--- config.mk ---
export PLATFORM = sky130hd
export DESIGN_NAME = ltt_timers
export DESIGN_NICKNAME = d
export VERILOG_FILES = /design/src/ltt_pkg.sv /design/src/ltt_div_if.sv /design/src/ltt_timers.sv /design/src/ltt_tick_div.sv
export SDC_FILE = /design/constraint.sdc
export NUM_CORES = 1
export LEC_CHECK = 0
export BUFFER_PORTS_ARGS = -buffer_cell sky130_fd_sc_hd__buf_2
export CAP_MARGIN = 20
export CORE_MARGIN = 10
export CORE_UTILIZATION = 40
export DETAILED_ROUTE_END_ITERATION = 7
export PLACE_DENSITY_LB_ADDON = 0.12
export SETUP_SLACK_MARGIN = 0.5
export SYNTH_ARGS = -nofsm -noshare
export SYNTH_HDL_FRONTEND = slang
export SYNTH_SLANG_ARGS = --single-unit
--- constraint.sdc ---
create_clock -name clock -period 10.3 [get_ports clock]
set_clock_uncertainty 0.15 [all_clocks]
set_input_delay 0.515 -clock clock [delete_from_list [all_inputs] [get_ports clock]]
set_output_delay 0.515 -clock clock [all_outputs]
set_load 0.01 [all_outputs]
--- src/ltt_pkg.sv ---
`default_nettype none
package ltt_pkg;
   // ==========================================
   // clock and timing
   localparam int unsigned CLK_HZ         = 40_000_000;
   localparam int unsigned CLK_MHZ        = CLK_HZ / 1_000_000;
   localparam int unsigned SILENCE_NS     = 120_000;
   // fixed length, no register: cycle count follows the reference clock frequency
   localparam int unsigned SILENCE_CYC    = (SILENCE_NS * CLK_MHZ + 999) / 1000;
   localparam int unsigned LINK_PRE_CYC   = 32;
   localparam int unsigned DISC_STEP_CYC  = 131071;
   localparam int unsigned DEAD_PRE_CYC   = 8192;
   // ==========================================
   // register offsets
   localparam logic [7:0]  OFF_LINK_TO    = 8'h20;
   localparam logic [7:0]  OFF_I2C_DIV    = 8'h24;
   localparam logic [7:0]  OFF_DISC       = 8'h28;
   localparam logic [7:0]  OFF_DEAD       = 8'h2c;
   // ==========================================
   // field layout and reset values
   localparam int unsigned LINK_TIMEOUT_VALUE_LSB       = 8;
   localparam int unsigned LINK_TIMEOUT_VALUE_W         = 24;
   localparam logic [23:0] LINK_TIMEOUT_VALUE_RST       = 24'hffffff;
   localparam int unsigned DIV_W          = 12;
   localparam int unsigned MICROSECOND_DIVIDER_LSB      = 0;
   localparam int unsigned MILLISECOND_DIVIDER_LSB      = 16;
   localparam logic [11:0] MICROSECOND_DIVIDER_RST      = 12'h063;
   localparam logic [11:0] MILLISECOND_DIVIDER_RST      = 12'h3e7;
   localparam int unsigned DISC_W         = 4;
   localparam logic [3:0]  DISC_RST       = 4'h9;
   localparam int unsigned DLT_W          = 15;
   localparam logic [14:0] DLT_RST        = 15'h7fff;
   localparam int unsigned DEAD_EN_BIT    = 31;
   localparam int unsigned DEAD_ST_BIT    = 30;
endpackage
`default_nettype wire

--- src/ltt_div_if.sv ---
`timescale 1ns/100ps
`default_nettype none
interface ltt_div_if #(parameter int unsigned W = 8);
   logic         step;
   logic         clr;
   logic [W-1:0] div;
   logic         tick;
   modport div_mp (input step, input clr, input div, output tick);
   modport user_mp (output step, output clr, output div, input tick);
endinterface
`default_nettype wire

--- src/ltt_timers.sv ---
// What this block does
// link timeout lasts the 24-bit timeout value times 32 reference cycles
// link timeout runs from packet or link-request sent until answer arrives
// link timeout value resets to all ones
// silence done after about 120 us of enable in SILENT; low outside SILENT
// silence timer is a fixed cycle count with no programmable setting
// discovery done after held enable in DISCOVERY; low outside that state
// discovery period is prescale times 131071 reference cycles on four-lane ports, 131071 cycles on single-lane ports
// discovery prescale resets to nine and stays writable
// discovery prescale applies to four-lane ports
// every silence detection while enabled reloads the dead-link counter from threshold
// dead-link duration is 8192 cycles times the 15-bit threshold
// dead-link threshold resets to all ones
// count at zero declares link dead, flushes queue, blocks until link up
// while dead, packets routed to the port are dropped
// dead-link detection runs only when enabled
// I2C timebase derives from the reference clock
// I2C timing written during boot load applies only after it ends
// microsecond tick period is reference period times divider plus one
// millisecond tick period is microsecond period times divider plus one
// dividers are cascaded counters with one-cycle terminal pulses
// each timeout counter restarts when its enabling condition goes away
`timescale 1ns/100ps
`default_nettype none
module ltt_timers
   import ltt_pkg::*;
#(
   parameter int unsigned SIL_CYC   = SILENCE_CYC,
   parameter int unsigned DISC_CYC  = DISC_STEP_CYC,
   parameter int unsigned DEAD_CYC  = DEAD_PRE_CYC
) (
   // clock and reset
   input  wire logic        clock,
   input  wire logic        arst_n,
   // register port
   input  wire logic        reg_wr,
   input  wire logic        reg_rd,
   input  wire logic [7:0]  reg_addr,
   input  wire logic [31:0] reg_wdata,
   output logic [31:0]      reg_rdata_q,
   // link timeout
   input  wire logic        lto_start,
   input  wire logic        lto_stop,
   output logic             link_timeout_q,
   // silence and discovery
   input  wire logic        silence_timer_en,
   input  wire logic        state_silent,
   output logic             silence_done_q,
   input  wire logic        discovery_timer_en,
   input  wire logic        state_discovery,
   input  wire logic        port_4x,
   output logic             discovery_done_q,
   // dead link
   input  wire logic        silence_detected,
   input  wire logic        link_up,
   output logic             link_dead_q,
   output logic             tx_flush_q,
   // i2c timebase
   input  wire logic        boot_loading,
   output logic             us_tick,
   output logic             ms_tick
);
   localparam int unsigned SW = $clog2(SIL_CYC + 1);
   localparam int unsigned QW = $clog2(DISC_CYC);
   localparam int unsigned PW = $clog2(DEAD_CYC);
   localparam int unsigned LW = $clog2(LINK_PRE_CYC);
   initial begin
      if (SIL_CYC < 2) $error("ltt_timers: silence count too small");
      if (DISC_CYC < 2) $error("ltt_timers: discovery step too small");
      if (DEAD_CYC < 2) $error("ltt_timers: dead-link step too small");
   end
   // ==========================================
   // registers
   logic [LINK_TIMEOUT_VALUE_W-1:0] link_timeout_value_q;
   logic [DIV_W-1:0]  microsecond_divider_q;
   logic [DIV_W-1:0]  millisecond_divider_q;
   logic [DIV_W-1:0]  microsecond_divider_act_q;
   logic [DIV_W-1:0]  millisecond_divider_act_q;
   logic [DISC_W-1:0] disc_pre_q;
   logic [DLT_W-1:0]  dead_thresh_q;
   logic              dead_en_q;

   // timeout value reset
   // prescale reset nine
   // threshold reset all ones
   always_ff @(posedge clock or negedge arst_n) begin
      if (!arst_n) begin
         link_timeout_value_q        <= LINK_TIMEOUT_VALUE_RST;
         microsecond_divider_q       <= MICROSECOND_DIVIDER_RST;
         millisecond_divider_q       <= MILLISECOND_DIVIDER_RST;
         disc_pre_q    <= DISC_RST;
         dead_thresh_q <= DLT_RST;
         dead_en_q     <= 1'b0;
      end else if (reg_wr) begin
         unique case (reg_addr)
            OFF_LINK_TO: link_timeout_value_q <= reg_wdata[LINK_TIMEOUT_VALUE_LSB +: LINK_TIMEOUT_VALUE_W];
            OFF_I2C_DIV: begin
               microsecond_divider_q <= reg_wdata[MICROSECOND_DIVIDER_LSB +: DIV_W];
               millisecond_divider_q <= reg_wdata[MILLISECOND_DIVIDER_LSB +: DIV_W];
            end
            OFF_DISC: disc_pre_q <= reg_wdata[DISC_W-1:0];
            OFF_DEAD: begin
               dead_thresh_q <= reg_wdata[DLT_W-1:0];
               dead_en_q     <= reg_wdata[DEAD_EN_BIT];
            end
            default: begin
            end
         endcase
      end
   end

   // shadowed dividers frozen
   // the running boot load keeps the timing it started with
   always_ff @(posedge clock or negedge arst_n) begin
      if (!arst_n) begin
         microsecond_divider_act_q <= MICROSECOND_DIVIDER_RST;
         millisecond_divider_act_q <= MILLISECOND_DIVIDER_RST;
      end else if (!boot_loading) begin
         microsecond_divider_act_q <= microsecond_divider_q;
         millisecond_divider_act_q <= millisecond_divider_q;
      end
   end

   always_ff @(posedge clock or negedge arst_n) begin
      if (!arst_n) begin
         reg_rdata_q <= '0;
      end else if (reg_rd) begin
         reg_rdata_q <= '0;
         unique case (reg_addr)
            OFF_LINK_TO: reg_rdata_q[LINK_TIMEOUT_VALUE_LSB +: LINK_TIMEOUT_VALUE_W] <= link_timeout_value_q;
            OFF_I2C_DIV: begin
               reg_rdata_q[MICROSECOND_DIVIDER_LSB +: DIV_W] <= microsecond_divider_q;
               reg_rdata_q[MILLISECOND_DIVIDER_LSB +: DIV_W] <= millisecond_divider_q;
            end
            OFF_DISC: reg_rdata_q[DISC_W-1:0] <= disc_pre_q;
            OFF_DEAD: begin
               reg_rdata_q[DLT_W-1:0]    <= dead_thresh_q;
               reg_rdata_q[DEAD_EN_BIT] <= dead_en_q;
               reg_rdata_q[DEAD_ST_BIT] <= link_dead_q;
            end
            default: begin
            end
         endcase
      end
   end

   // ==========================================
   // divider stages
   ltt_div_if #(.W(DIV_W)) us_if ();
   ltt_div_if #(.W(DIV_W)) ms_if ();
   ltt_div_if #(.W(LW))    lp_if ();
   ltt_div_if #(.W(QW))    qp_if ();
   ltt_div_if #(.W(PW))    dp_if ();

   ltt_tick_div #(.W(DIV_W)) u_us (.clock(clock), .arst_n(arst_n), .dv(us_if));
   ltt_tick_div #(.W(DIV_W)) u_ms (.clock(clock), .arst_n(arst_n), .dv(ms_if));
   ltt_tick_div #(.W(LW))    u_lp (.clock(clock), .arst_n(arst_n), .dv(lp_if));
   ltt_tick_div #(.W(QW))    u_qp (.clock(clock), .arst_n(arst_n), .dv(qp_if));
   ltt_tick_div #(.W(PW))    u_dp (.clock(clock), .arst_n(arst_n), .dv(dp_if));

   // reference clock timebase
   // microsecond stage
   assign us_if.step = 1'b1;
   assign us_if.clr  = 1'b0;
   assign us_if.div  = microsecond_divider_act_q;
   // millisecond stage
   // cascade on terminal pulse
   assign ms_if.step = us_if.tick;
   assign ms_if.clr  = 1'b0;
   assign ms_if.div  = millisecond_divider_act_q;
   assign us_tick    = us_if.tick;
   assign ms_tick    = ms_if.tick;

   // ==========================================
   // link timeout
   logic              lto_run_q;
   logic [LINK_TIMEOUT_VALUE_W:0]   lto_cnt_q;

   // 32-cycle prescale
   assign lp_if.step = lto_run_q;
   // restart on stop
   assign lp_if.clr  = !lto_run_q || lto_start;
   assign lp_if.div  = LW'(LINK_PRE_CYC - 1);

   // start on send, stop on answer
   always_ff @(posedge clock or negedge arst_n) begin
      if (!arst_n) begin
         lto_run_q      <= 1'b0;
         lto_cnt_q      <= '0;
         link_timeout_q <= 1'b0;
      end else begin
         link_timeout_q <= 1'b0;
         if (lto_start) begin
            lto_run_q <= 1'b1;
            lto_cnt_q <= '0;
         end else if (lto_stop) begin
            lto_run_q <= 1'b0;
         end else if (lto_run_q && lp_if.tick) begin
            if (lto_cnt_q + (LINK_TIMEOUT_VALUE_W+1)'(1) >= {1'b0, link_timeout_value_q}) begin
               link_timeout_q <= 1'b1;
               lto_run_q      <= 1'b0;
            end else begin
               lto_cnt_q <= lto_cnt_q + (LINK_TIMEOUT_VALUE_W+1)'(1);
            end
         end
      end
   end

   // ==========================================
   // silence timer
   logic [SW-1:0] sil_cnt_q;

   // fixed count, no setting
   // done only in SILENT
   // restart when enable drops
   always_ff @(posedge clock or negedge arst_n) begin
      if (!arst_n) begin
         sil_cnt_q      <= '0;
         silence_done_q <= 1'b0;
      end else begin
         if (!state_silent) begin
            silence_done_q <= 1'b0;
         end else if (silence_timer_en && sil_cnt_q == SW'(SIL_CYC - 1)) begin
            silence_done_q <= 1'b1;
         end
         if (!(silence_timer_en && state_silent) || silence_done_q) begin
            sil_cnt_q <= '0;
         end else if (sil_cnt_q != SW'(SIL_CYC - 1)) begin
            sil_cnt_q <= sil_cnt_q + SW'(1);
         end
      end
   end

   // ==========================================
   // discovery timer
   logic              disc_active;
   logic [DISC_W-1:0] disc_target;
   logic [DISC_W:0]   disc_cnt_q;

   assign disc_active = discovery_timer_en && state_discovery;
   // prescale only in four-lane mode
   // a single-lane port takes one step, as the prescale has no use there
   assign disc_target = port_4x ? disc_pre_q : DISC_W'(1);
   // 131071-cycle step
   assign qp_if.step  = disc_active && !discovery_done_q;
   // restart when enable drops
   assign qp_if.clr   = !disc_active;
   assign qp_if.div   = QW'(DISC_CYC - 1);

   // done only in DISCOVERY
   always_ff @(posedge clock or negedge arst_n) begin
      if (!arst_n) begin
         disc_cnt_q       <= '0;
         discovery_done_q <= 1'b0;
      end else begin
         if (!state_discovery) begin
            discovery_done_q <= 1'b0;
         end
         if (!disc_active) begin
            disc_cnt_q <= '0;
         end else if (qp_if.tick && !discovery_done_q) begin
            if (disc_cnt_q + (DISC_W+1)'(1) >= {1'b0, disc_target}) begin
               discovery_done_q <= 1'b1;
            end else begin
               disc_cnt_q <= disc_cnt_q + (DISC_W+1)'(1);
            end
         end
      end
   end

   // ==========================================
   // dead link timer
   logic             dead_run_q;
   logic [DLT_W-1:0] dead_cnt_q;
   logic             dead_reload;
   logic             dead_hit;

   // only when enabled
   assign dead_reload = silence_detected && dead_en_q;
   assign dead_hit    = dead_run_q && dp_if.tick && !dead_reload && dead_cnt_q <= DLT_W'(1);
   // 8192-cycle step
   assign dp_if.step  = dead_run_q;
   assign dp_if.clr   = !dead_run_q || dead_reload;
   assign dp_if.div   = PW'(DEAD_CYC - 1);

   // reload on each silence
   always_ff @(posedge clock or negedge arst_n) begin
      if (!arst_n) begin
         dead_run_q <= 1'b0;
         dead_cnt_q <= '0;
      end else if (dead_reload) begin
         dead_run_q <= 1'b1;
         dead_cnt_q <= dead_thresh_q;
      end else if (!dead_en_q || link_up || dead_hit) begin
         // stop when disabled
         dead_run_q <= 1'b0;
         dead_cnt_q <= '0;
      end else if (dead_run_q && dp_if.tick) begin
         dead_cnt_q <= dead_cnt_q - DLT_W'(1);
      end
   end

   // declare dead, flush queue
   // dead level drops routed packets
   // a declaration in the same cycle as link up wins, so no event is lost
   always_ff @(posedge clock or negedge arst_n) begin
      if (!arst_n) begin
         link_dead_q <= 1'b0;
         tx_flush_q  <= 1'b0;
      end else begin
         tx_flush_q <= dead_hit;
         if (dead_hit) begin
            link_dead_q <= 1'b1;
         end else if (link_up) begin
            link_dead_q <= 1'b0;
         end
      end
   end
   // ==========================================
   // checks
   property p_sil_low;
      @(posedge clock) disable iff (!arst_n)
      !state_silent |=> !silence_done_q;
   endproperty
   a_sil_low: assert property (p_sil_low) else $error("silence done outside SILENT");
   property p_sil_len;
      @(posedge clock) disable iff (!arst_n)
      $rose(silence_done_q) |-> $past(sil_cnt_q) == SW'(SIL_CYC - 1) && $past(silence_timer_en);
   endproperty
   a_sil_len: assert property (p_sil_len) else $error("silence done early");
   property p_disc_low;
      @(posedge clock) disable iff (!arst_n)
      !state_discovery |=> !discovery_done_q;
   endproperty
   a_disc_low: assert property (p_disc_low) else $error("discovery done outside DISCOVERY");
   property p_disc_step;
      @(posedge clock) disable iff (!arst_n)
      $rose(discovery_done_q) |-> $past(qp_if.tick);
   endproperty
   a_disc_step: assert property (p_disc_step) else $error("discovery done off step");
   property p_dead_reload;
      @(posedge clock) disable iff (!arst_n)
      dead_reload |=> dead_run_q && dead_cnt_q == $past(dead_thresh_q);
   endproperty
   a_dead_reload: assert property (p_dead_reload) else $error("dead counter not reloaded");
   property p_dead_flush;
      @(posedge clock) disable iff (!arst_n)
      $rose(link_dead_q) |-> tx_flush_q ##1 !tx_flush_q;
   endproperty
   a_dead_flush: assert property (p_dead_flush) else $error("dead without one flush pulse");
   property p_dead_off;
      @(posedge clock) disable iff (!arst_n)
      !dead_en_q && !$past(dead_en_q) |-> !dead_run_q;
   endproperty
   a_dead_off: assert property (p_dead_off) else $error("dead timer runs disabled");
   property p_shadow;
      @(posedge clock) disable iff (!arst_n)
      boot_loading |=> $stable(microsecond_divider_act_q) && $stable(millisecond_divider_act_q);
   endproperty
   a_shadow: assert property (p_shadow) else $error("divider changed during boot");
   property p_lto_run;
      @(posedge clock) disable iff (!arst_n)
      link_timeout_q |-> $past(lto_run_q) && !lto_run_q;
   endproperty
   a_lto_run: assert property (p_lto_run) else $error("timeout while idle");
endmodule
`default_nettype wire

--- src/ltt_tick_div.sv ---
`timescale 1ns/100ps
`default_nettype none
module ltt_tick_div #(
   parameter int unsigned W = 8
) (
   // clock and reset
   input  wire logic     clock,
   input  wire logic     arst_n,
   // divider stage
   ltt_div_if.div_mp     dv
);
   logic [W-1:0] cnt_q;
   logic         tick_q;

   initial begin
      if (W < 1) $error("ltt_tick_div: width must be at least one");
   end

   // ==========================================
   // one stage: period is div + 1 steps
   // a count above a lowered divider wraps at once, not after a full roll-over
   always_ff @(posedge clock or negedge arst_n) begin
      if (!arst_n) begin
         cnt_q  <= '0;
         tick_q <= 1'b0;
      end else begin
         tick_q <= dv.step && !dv.clr && (cnt_q >= dv.div);
         if (dv.clr) begin
            cnt_q <= '0;
         end else if (dv.step) begin
            if (cnt_q >= dv.div) begin
               cnt_q <= '0;
            end else begin
               cnt_q <= cnt_q + W'(1);
            end
         end
      end
   end

   assign dv.tick = tick_q;

   // ==========================================
   // checks
   property p_tick_step;
      @(posedge clock) disable iff (!arst_n)
      dv.tick |-> $past(dv.step) && !$past(dv.clr);
   endproperty
   a_tick_step: assert property (p_tick_step) else $error("tick without step");
   property p_tick_gap;
      @(posedge clock) disable iff (!arst_n)
      dv.tick && dv.div != '0 |=> !dv.tick;
   endproperty
   a_tick_gap: assert property (p_tick_gap) else $error("ticks too close");
endmodule
`default_nettype wire

==> run_results.csv, run 1 <==
group,metric,value,unit
outcome,status,"finished clean",
setup_path,path_max_fanout,17,
clock_tree,post_cts_buffers,0,
sta,setup-violations-final,0,
die,core,33360,um2
die,die_x,203.4,um
power_and_ir_drop,leakagePower,6.927,nW
worst_hold_path,hold_depth,2,
global_routing,grt_pass1_vias,10007,
layout,area_growth_syn_to_layout,15.14,%
clock_tree,clk_pin_slew_worst_paths,0.06,ns
placed_design,placed_area,14330,um2
clock_tree,htreeDepth,1,
yosys,ys_seq_area_frac,0.4765,
routing,drtPass1Iterations,7,
clock_tree,cts_buffers,30,
routing,routed_wl,32.10,mm
yosys,synth-main-ff-cell,"dfrtp_1",
sta,worst_pin_slew,1.090,ns
sta,fin_crit,4.432,ns
setup_path,slowest_stage,"nor2_2",
sta,fin_crit_sh,0.4303,
layout,drive_gt1_frac,0.2525,
setup_path,cp-end-kind,"register",
placed_design,hpwl,22.93,mm
setup_path,crit_chain,"and3_1 > nand3_1 > nor3_1 > nand2_1 > xnor2_1 > ha_1 > nand4_1 > nor3_1 > nand2_1 > nor2_2 > nor4_1 > mux2_2",
layout,final_common_cell,"dfrtp_1",
setup_path,worstPathArrival,4.72,ns
routing,first_iter_violations,499,
yosys,synthCells,1309,
die,die_area,41380,um2
power_and_ir_drop,switching_share,0.2488,
global_routing,grt_overflow,0,
routing,post_drt_wl_per_cell,17.25,um
power_and_ir_drop,combinationalPowerShare,0.099,
layout,fillerInstances,3246,
yosys,syn-num-nets,1427,
power_and_ir_drop,ir_worst_vdd,0.0001209,V
sta,maxSlewViolCount,0,
routing,vias,9815,
die,ioPinCount,93,
clock_tree,clockRootBuffer,"clkbuf_16",
setup_path,worstPathRequired,10.58,ns
setup_path,ff2ff_path_depth,12,
power_and_ir_drop,intPower,0.001875,W
routing,drtAntennaViolNets,0,
sta,rsz0062_at_grt,"false",
sta,timing.hold.ws,0.05141,ns
sta,maxSlewHeadroom,0.2728,
layout,nNetsFinal,1504,
yosys,synthArstFlopShare,1.000,
sta,setup-tns-final,0,ns
layout,design_area,15500,um2
yosys,synth_top_area_frac,0.3496,
setup_path,critPathMaxStageDelay,0.76,ns
routing,via_per_inst,5.274,
yosys,avgSynthCellArea,10.28,um2
global_routing,grt_max_degree,68,
placed_design,io_buffers,92,
clock_tree,cts_tree,"yes",
yosys,yosys_register_bits,253,
power_and_ir_drop,pwr-share-clk,0.465,
sta,final_hold_viol_count,0,
global_routing,antenna_found_initial,4,
layout,layout_common_cells,"dfrtp_1, mux2_2, nor2_1, buf_2, a21oi_1",
placed_design,gp_congestion,0.8123,
global_routing,track_usage,0.1552,
yosys,netlist_area,13460,um2
yosys,ys_types,69,
global_routing,grt_first_pass_wirelength,53.41,mm
clock_tree,post_cts_resized,0,
power_and_ir_drop,p_sw,0.0006209,W
setup_path,crit_path_start_kind,"register",
layout,multi_input_area,6515,um2
yosys,synth_edf_count,0,
yosys,yosys_warnings,0,
yosys,synth_top_cell_by_area,"dfrtp_1",
layout,seqCellArea,6412,um2
setup_path,path_class,"reg -> reg",
routing,drc_errors,0,
clock_tree,clockBufferDepth,3,
worst_hold_path,hold_class,"in -> reg",
clock_tree,cts.sinks,253,
power_and_ir_drop,pwr-share-seq,0.436,
power_and_ir_drop,p_per_area,161.0,nW/um2
die,rows,67,
sta,max_freq,0.2256,GHz
die,start_util,0.4034,
clock_tree,worst_skew_pair.late_latency,0.55,ns
job,cap_viol_max_count,0,
yosys,synthTopCellsByArea,"dfrtp_1, dfstp_2, mux2_2",
die,die_y,203.4,um
==> power groups by stage <==
stage	registers [W]	logic, W	clock network [W]
finish	0.00109	0.000247	0.00116
global route	0.00110	0.000284	0.00124
CTS	0.00109	0.000252	0.00120
detailed placement	0.00111	0.000251	0
global placement	0.00111	0.000248	0
floorplan	0.00109	0.000168	0
==> metal layers <==
metal / GRT usage / up-vias / part of all wire
li1: - / 4813 / -
met1: 0.2097 / 4804 / 0.47
met2: 0.2550 / 162 / 0.47
met3: 0.02872 / 34 / 0.047
met4: 0.03171 / 2 / 0.017
met5: 0 / - / 0.00041
==> sequential cells by signal (all words and copies together) (netlist names), 12 cells and up <==
| name | count |
|---|---|
| microsecond_divider_act_q | 12 |
| sil_cnt_q | 13 |
| millisecond_divider_q | 12 |
| u_dp.cnt_q | 13 |
| u_us.cnt_q | 12 |
| u_ms.cnt_q | 12 |
| microsecond_divider_q | 12 |
| millisecond_divider_act_q | 12 |
| u_qp.cnt_q | 17 |
| reg_rdata_q | 32 |
| dead_cnt_q | 15 |
| lto_cnt_q | 25 |
| dead_thresh_q | 15 |
| link_timeout_value_q | 24 |
==> kinds of logic (layout without fill, tap and decap cells) <==
| kind of cell | after synthesis | in the layout | synth area share |
|---|---|---|---|
| multiplexers | 126 | 126 | 0.1047 |
| flip-flops | 253 | 253 | 0.4765 |
| buffers and inverters | 136 | 237 | 0.04044 |
| AND/OR/NAND/NOR | 417 | 417 | 0.1599 |
| adder cells (fa/ha/maj) | 64 | 64 | 0.05950 |
| XOR/XNOR | 69 | 69 | 0.04491 |
| other | 0 | 3 | 0 |
| AO/OA/AOI/OAI | 244 | 244 | 0.1141 |
==> repair_timing <==
item                                    4_1_cts  5_1_grt
endpoints found under the setup margin        0        0
hold buffers                                  1        0
hold endpoints to repair                     47        0
==> worst max-delay path, delay by kind of cell (launching register included) <==
family                   cells  cell delay [ns]
XOR/XNOR                     1             0.18
adder cells (fa/ha/maj)      1             0.32
flip-flops                   1             0.43
multiplexers                 1             0.31
AND/OR/NAND/NOR              9             2.92
==> final cells by class <==
cell class,instances,share of cell area
sequential,253,0.4138
antenna,3,0.0004845
clock inverter,15,0.01486
inverter,79,0.01914
timing repair buffer,102,0.03876
clock buffer,41,0.05636
multi-input combinational,920,0.4204
tap,448,0.03617
==> synth_stat cells (14+ instances only) <==
cell type    n
ha_1        64
xor2_1      44
nor4_1      18
o22ai_1     14
and3_1      23
nand2_1     77
clkbuf_1    41
inv_1       79
xnor2_1     25
a21oi_1     89
o21ai_0     42
dfstp_2     65
nand4_1     22
a22oi_1     25
nor3_1      19
nor2b_1     27
nor2_1     115
dfrtp_1    188
mux2_2     118
nand3_1     47
==> worst paths after layout <==
check / slack [ns] / startpoint / end
min reg2reg: 0.30 / u_lp.cnt_q[0] / u_lp.cnt_q[0]
max in group asynchronous: 7.66 / arst_n / u_lp.cnt_q[1]
min: 0.05 / reg_wdata[15] / link_timeout_value_q[7]
max: 5.87 / lto_cnt_q[2] / lto_cnt_q[11]
min in group asynchronous: 0.34 / arst_n / u_ms.dv.tick
max reg2reg: 5.87 / lto_cnt_q[2] / lto_cnt_q[11]
==> per-stage QoR <==
step                      instances  total power (W)  setup slack, ns  utilization
after detailed placement       1799         0.001357            5.919       0.4294
after CTS                      1856         0.002538            5.914       0.4628
after global routing           1859         0.002620            5.394       0.4643
after floorplan                1309         0.001255            6.498            -
after global placement         1798         0.001354            5.939       0.4286
final                          1861         0.002495            5.868       0.4644
Power figures use the tool's default switching activity.
==> inputs of run 2 (changes only) <==
==> constraint.sdc (replaced) <==
create_clock -name clock -period 3.85 [get_ports clock]
set_clock_uncertainty 0.15 [all_clocks]
set_input_delay 0.1925 -clock clock [delete_from_list [all_inputs] [get_ports clock]]
set_output_delay 0.1925 -clock clock [all_outputs]
set_load 0.01 [all_outputs]
==> run_results.csv, run 2 (same netlist as run 1, synthesis figures left out) <==
group,metric,value,unit
placed_design,placed_area,14670,um2
global_routing,track_usage,0.1622,
global_routing,grt_pass1_vias,10151,
clock_tree,cts_tree,"yes",
layout,largest_reg_flops,32,
layout,nNetsFinal,1580,
setup_path,path_class,"reg -> reg",
routing,drc_errors,0,
sta,setup-violations-final,0,
placed_design,gp_congestion,0.8068,
layout,drive_gt1_frac,0.2813,
power_and_ir_drop,leakagePower,7.312,nW
routing,routed_wl,33.61,mm
sta,final_hold_viol_count,0,
routing,drtPass1Iterations,6,
sta,fin_crit,3.781,ns
setup_path,worstPathArrival,4.10,ns
global_routing,antenna_found_initial,4,
layout,area_growth_syn_to_layout,21.39,%
power_and_ir_drop,combinationalPowerShare,0.116,
sta,max_freq,0.2645,GHz
layout,fillerInstances,3180,
clock_tree,htreeDepth,1,
sta,worst_pin_slew,1.013,ns
layout,top_register,"reg_rdata_q",
power_and_ir_drop,ir_worst_vdd,0.0003506,V
global_routing,grtUsageMet3,0.03173,
setup_path,path_max_fanout,7,
global_routing,grt_busiest_layer,"met2",
sta,rsz0062_at_grt,"true",
routing,drtAntennaViolNets,0,
outcome,status,"finished clean",
global_routing,grt_overflow,0,
layout,final_common_cell,"dfrtp_1",
setup_path,worstPathRequired,4.17,ns
routing,post_drt_wl_per_cell,17.34,um
sta,maxSlewHeadroom,0.3218,
global_routing,grt_first_pass_wirelength,55.53,mm
die,start_util,0.4034,
die,die_x,203.4,um
die,die_y,203.4,um
routing,via_per_inst,5.227,
die,core,33360,um2
clock_tree,clk_pin_slew_worst_paths,0.06,ns
setup_path,crit_path_start_kind,"register",
clock_tree,worst_skew_pair.late_latency,0.58,ns
sta,maxSlewViolCount,0,
global_routing,grt_max_degree,84,
routing,vias,10129,
power_and_ir_drop,p_sw,0.001756,W
power_and_ir_drop,pwr-share-seq,0.442,
clock_tree,cts.sinks,253,
job,cap_viol_max_count,0,
power_and_ir_drop,p_per_area,402.6,nW/um2
global_routing,met2_usage,0.2496,
placed_design,io_buffers,92,
layout,design_area,16340,um2
die,ioPinCount,93,
power_and_ir_drop,pwr-share-clk,0.442,
sta,fin_crit_sh,0.9820,
power_and_ir_drop,switching_share,0.2670,
die,rows,67,
setup_path,cp-end-kind,"register",
routing,first_iter_violations,580,
clock_tree,clockRootBuffer,"clkbuf_16",
setup_path,rrSetupSlack,0.07,ns
worst_hold_path,hold_class,"in -> reg",
die,die_area,41380,um2
layout,reg_top3,"reg_rdata_q x32, lto_cnt_q x25, link_timeout_value_q x24",
clock_tree,cts_buffers,30,
global_routing,grt.met1_usage,0.2296,
layout,layout_common_cells,"dfrtp_1, mux2_2, nor2_1, buf_2, a21oi_1",
sta,setup-tns-final,0,ns
placed_design,hpwl,23.34,mm
power_and_ir_drop,intPower,0.004821,W
clock_tree,clockBufferDepth,3,
==> run 2: cell types whose count changed in the layout (fill, tap and decap cells not counted), sizes merged <==
cell / delta
clkinv: +6
bufinv: -3
clkbuf: -2
diode: +1
dlygate4sd3: +43
buf: +32
==> run 2: repair_timing <==
item	in CTS	in global routing
resized for setup	9	6
pin swaps	1	3
buffers inserted	5	2
setup endpoints to repair	27	27
gates cloned	1	1
hold buffers	44	0
endpoints found under the hold margin	167	0
==> run 2: per-layer routing <==
layer,share of wire,vias up,routed length (um)
li1,-,4969,-
met1,0.49,4944,16590
met2,0.44,173,14710
met3,0.048,43,1599
met4,0.021,0,720
met5,0,-,0
==> run 2: path summary, 6_finish.rpt <==
path / from / to / cells past startpoint
hold / removal: reg_addr[0] / reg_rdata_q[3] / 4
hold reg to reg: u_lp.cnt_q[0] / u_lp.cnt_q[0] / 1
min in group asynchronous: arst_n / microsecond_divider_act_q[4] / 2
setup reg to reg: lto_cnt_q[1] / lto_cnt_q[10] / 13
max in group asynchronous: arst_n / link_timeout_value_q[3] / 3
setup / recovery: lto_cnt_q[1] / lto_cnt_q[10] / 13
==> run 2: cell type report <==
cell class                      count  area (um2)  area share
Timing Repair Buffer              178        1301     0.07965
Inverter                           79       296.5     0.01815
Sequential cell                   253        6414      0.3926
Clock buffer                       38       830.8     0.05085
Multi-Input combinational cell    920        6729      0.4119
Tap cell                          448       560.5     0.03431
Clock inverter                     18       195.2     0.01195
Antenna cell                        4       10.01   0.0006127
==> run 2: worst max-delay path, cell delays in order (launching register included) <==
cell and delay, ns:
dfrtp_1 0.39, ha_2 0.20, and4_4 0.21, and2_4 0.16
and3_4 0.18, xor2_2 0.14, ha_1 0.30, and4_4 0.18
nor4b_1 0.14, o31a_1 0.24, or4_4 0.56, clkbuf_16 0.22
nor4_2 0.24, mux2_2 0.37
==> run 2: through the flow <==
| stage | utilization | setup WS [ns] | total power [W] | std cells | hold WS (ns) |
|---|---|---|---|---|---|
| global route | 0.4894 | -0.06284 | 0.006888 | 1934 | 0.03584 |
| global placement | 0.4396 | 0.1397 | 0.003669 | 1825 | 0.08601 |
| floorplan | - | 0.2621 | 0.003377 | 1309 | -0.2531 |
| detailed placement | 0.4396 | 0.02109 | 0.003673 | 1825 | 0.08153 |
| CTS | 0.4872 | 0.1010 | 0.006674 | 1931 | 0.01135 |
| finish | 0.4897 | 0.06914 | 0.006577 | 1938 | 0.03655 |
==> run 2: power by group through the flow <==
stage	registers (W)	clock network, W	logic (W)
after floorplan	0.00291	0	0.000469
after global placement	0.00295	0	0.000717
after detailed placement	0.00295	0	0.000721
after CTS	0.00291	0.00300	0.000767
after global routing	0.00293	0.00310	0.000858
final	0.00291	0.00291	0.000760
==> inputs of run 3 (changes only) <==
==> constraint.sdc (replaced) <==
create_clock -name clock -period 4.1 [get_ports clock]
set_clock_uncertainty 0.15 [all_clocks]
set_input_delay 0.205 -clock clock [delete_from_list [all_inputs] [get_ports clock]]
set_output_delay 0.205 -clock clock [all_outputs]
set_load 0.01 [all_outputs]
==> run_results.csv, run 3 (same netlist as run 1, synthesis figures left out) <==
group,metric,value,unit
clock_tree,clockRootBuffer,"clkbuf_16",
clock_tree,clockBufferDepth,3,
setup_path,path_class,"reg -> reg",
sta,setup-tns-final,0,ns
global_routing,track_usage,0.1617,
routing,via_per_inst,5.273,
sta,setup_ws,0.2199,ns
power_and_ir_drop,p_sw,0.001680,W
placed_design,place_inst,1806,
global_routing,grt.met1_usage,0.2298,
die,die_y,203.4,um
power_and_ir_drop,switching_share,0.2690,
sta,worst_pin_slew,1.107,ns
outcome,status,"finished clean",
placed_design,preCtsSetupSlack,0.1110,ns
routing,drc_errors,0,
global_routing,grt_busiest_layer,"met2",
sta,max_freq,0.2577,GHz
power_and_ir_drop,leakagePower,7.400,nW
setup_path,path_max_fanout,6,
placed_design,hpwl,22.74,mm
layout,fillerInstances,3143,
clock_tree,cts.sinks,253,
routing,routed_wl,34.17,mm
global_routing,antenna_found_initial,2,
sta,fin_crit,3.880,ns
clock_tree,clk_pin_slew_worst_paths,0.07,ns
power_and_ir_drop,combinationalPowerShare,0.117,
power_and_ir_drop,pwr-share-seq,0.438,
sta,maxSlewHeadroom,0.2620,
sta,final_hold_viol_count,0,
routing,first_iter_violations,478,
layout,reg_top3,"reg_rdata_q x32, lto_cnt_q x25, link_timeout_value_q x24",
clock_tree,htreeDepth,1,
sta,rsz0062_at_grt,"true",
clock_tree,cts_tree,"yes",
layout,multi_input_area,7007,um2
setup_path,crit_path_start_kind,"register",
routing,vias,10308,
power_and_ir_drop,intPower,0.004565,W
setup_path,worstPathRequired,4.43,ns
sta,fin_crit_sh,0.9464,
layout,area_growth_syn_to_layout,24.38,%
die,ioPinCount,93,
layout,largest_reg_flops,32,
power_and_ir_drop,ir_worst_vdd,0.0003353,V
setup_path,worstPathArrival,4.21,ns
clock_tree,cts_buffers,31,
layout,top_register,"reg_rdata_q",
sta,setup-violations-final,0,
clock_tree,worst_skew_pair.late_latency,0.59,ns
setup_path,cp-end-kind,"register",
global_routing,met2_usage,0.2493,
layout,design_area,16740,um2
global_routing,grt_pass1_vias,10261,
placed_design,placed_area,14470,um2
power_and_ir_drop,pwr-share-clk,0.445,
layout,postLayoutCoreUtil,0.5017,
routing,drtAntennaViolNets,0,
layout,stdcell_count,1955,
die,die_x,203.4,um
die,die_area,41380,um2
sta,maxSlewViolCount,0,
layout,final_common_cell,"dfrtp_1",
routing,post_drt_wl_per_cell,17.48,um
die,start_util,0.4034,
global_routing,grtUsageMet3,0.02872,
layout,layout_common_cells,"dfrtp_1, nor2_1, mux2_2, buf_2, a21oi_1",
layout,nNetsFinal,1598,
placed_design,gp_congestion,0.8250,
placed_design,io_buffers,92,
layout,seqCellArea,6425,um2
job,cap_viol_max_count,0,
worst_hold_path,hold_class,"in -> reg",
global_routing,grt_overflow,0,
layout,drive_gt1_frac,0.3090,
routing,drtPass1Iterations,5,
die,rows,67,
die,core,33360,um2
global_routing,grt_first_pass_wirelength,55.57,mm
power_and_ir_drop,p_per_area,373.1,nW/um2
global_routing,grt_max_degree,133,
==> run 3: power groups by stage <==
stage / combinational [W] / clock (W) / sequential, W
floorplan: 0.000431 / 0 / 0.00273
global placement: 0.000648 / 0 / 0.00277
detailed placement: 0.000657 / 0 / 0.00278
CTS: 0.000724 / 0.00286 / 0.00274
global route: 0.000816 / 0.00296 / 0.00275
finish: 0.000731 / 0.00278 / 0.00274
==> run 3: what timing repair did <==
item / in CTS / in global routing
gates resized for setup: 46 / 44
hold endpoints to repair: 182 / 8
cloned: 3 / 0
hold buffers: 42 / 1
pin swaps: 29 / 22
setup endpoints to repair: 27 / 27
setup buffers: 12 / 30
==> run 3: per-stage QoR <==
step	power (W)	hold slack, ns
CTS	0.006324	0.007656
detailed placement	0.003435	0.2780
global route	0.006534	0.02036
floorplan	0.003161	-0.2406
finish	0.006245	0.01343
global placement	0.003422	0.2676
==> run 3: layout make-up <==
| cell class | count | area share |
|---|---|---|
| Clock buffer | 44 | 0.05404 |
| Antenna cell | 2 | 0.0002990 |
| Clock inverter | 14 | 0.008596 |
| Inverter | 79 | 0.01772 |
| Timing Repair Buffer | 192 | 0.08342 |
| Multi-Input combinational cell | 923 | 0.4186 |
| Sequential cell | 253 | 0.3838 |
| Tap cell | 448 | 0.03349 |
==> run 3: final timing paths <==
path | end | slack, ns | depth (start not counted) | startpoint
setup reg to reg | lto_cnt_q[11] | 0.22 | 14 | lto_cnt_q[1]
min in group asynchronous | reg_rdata_q[5] | 0.13 | 2 | arst_n
hold reg to reg | u_lp.cnt_q[0] | 0.32 | 1 | u_lp.cnt_q[0]
setup / recovery | lto_cnt_q[11] | 0.22 | 14 | lto_cnt_q[1]
hold / removal | reg_rdata_q[6] | 0.01 | 4 | reg_addr[0]
max in group asynchronous | link_timeout_value_q[22] | 2.61 | 3 | arst_n
==> run 3: worst max-delay path: stages, from the launching register on <==
cell     delay, ns
dfrtp_1       0.41
ha_4          0.16
and4_4        0.25
and2_4        0.15
and3_4        0.18
xor2_1        0.15
ha_1          0.27
and4_4        0.16
nor4b_1       0.14
o31a_1        0.29
buf_4         0.16
or4_4         0.64
buf_6         0.17
nor4_4        0.15
mux2_4        0.32
==> run 3: routing by layer <==
layer,vias up,wire (um)
li1,5013,-
met1,5072,16780
met2,171,15240
met3,52,1330
met4,0,816
met5,-,0
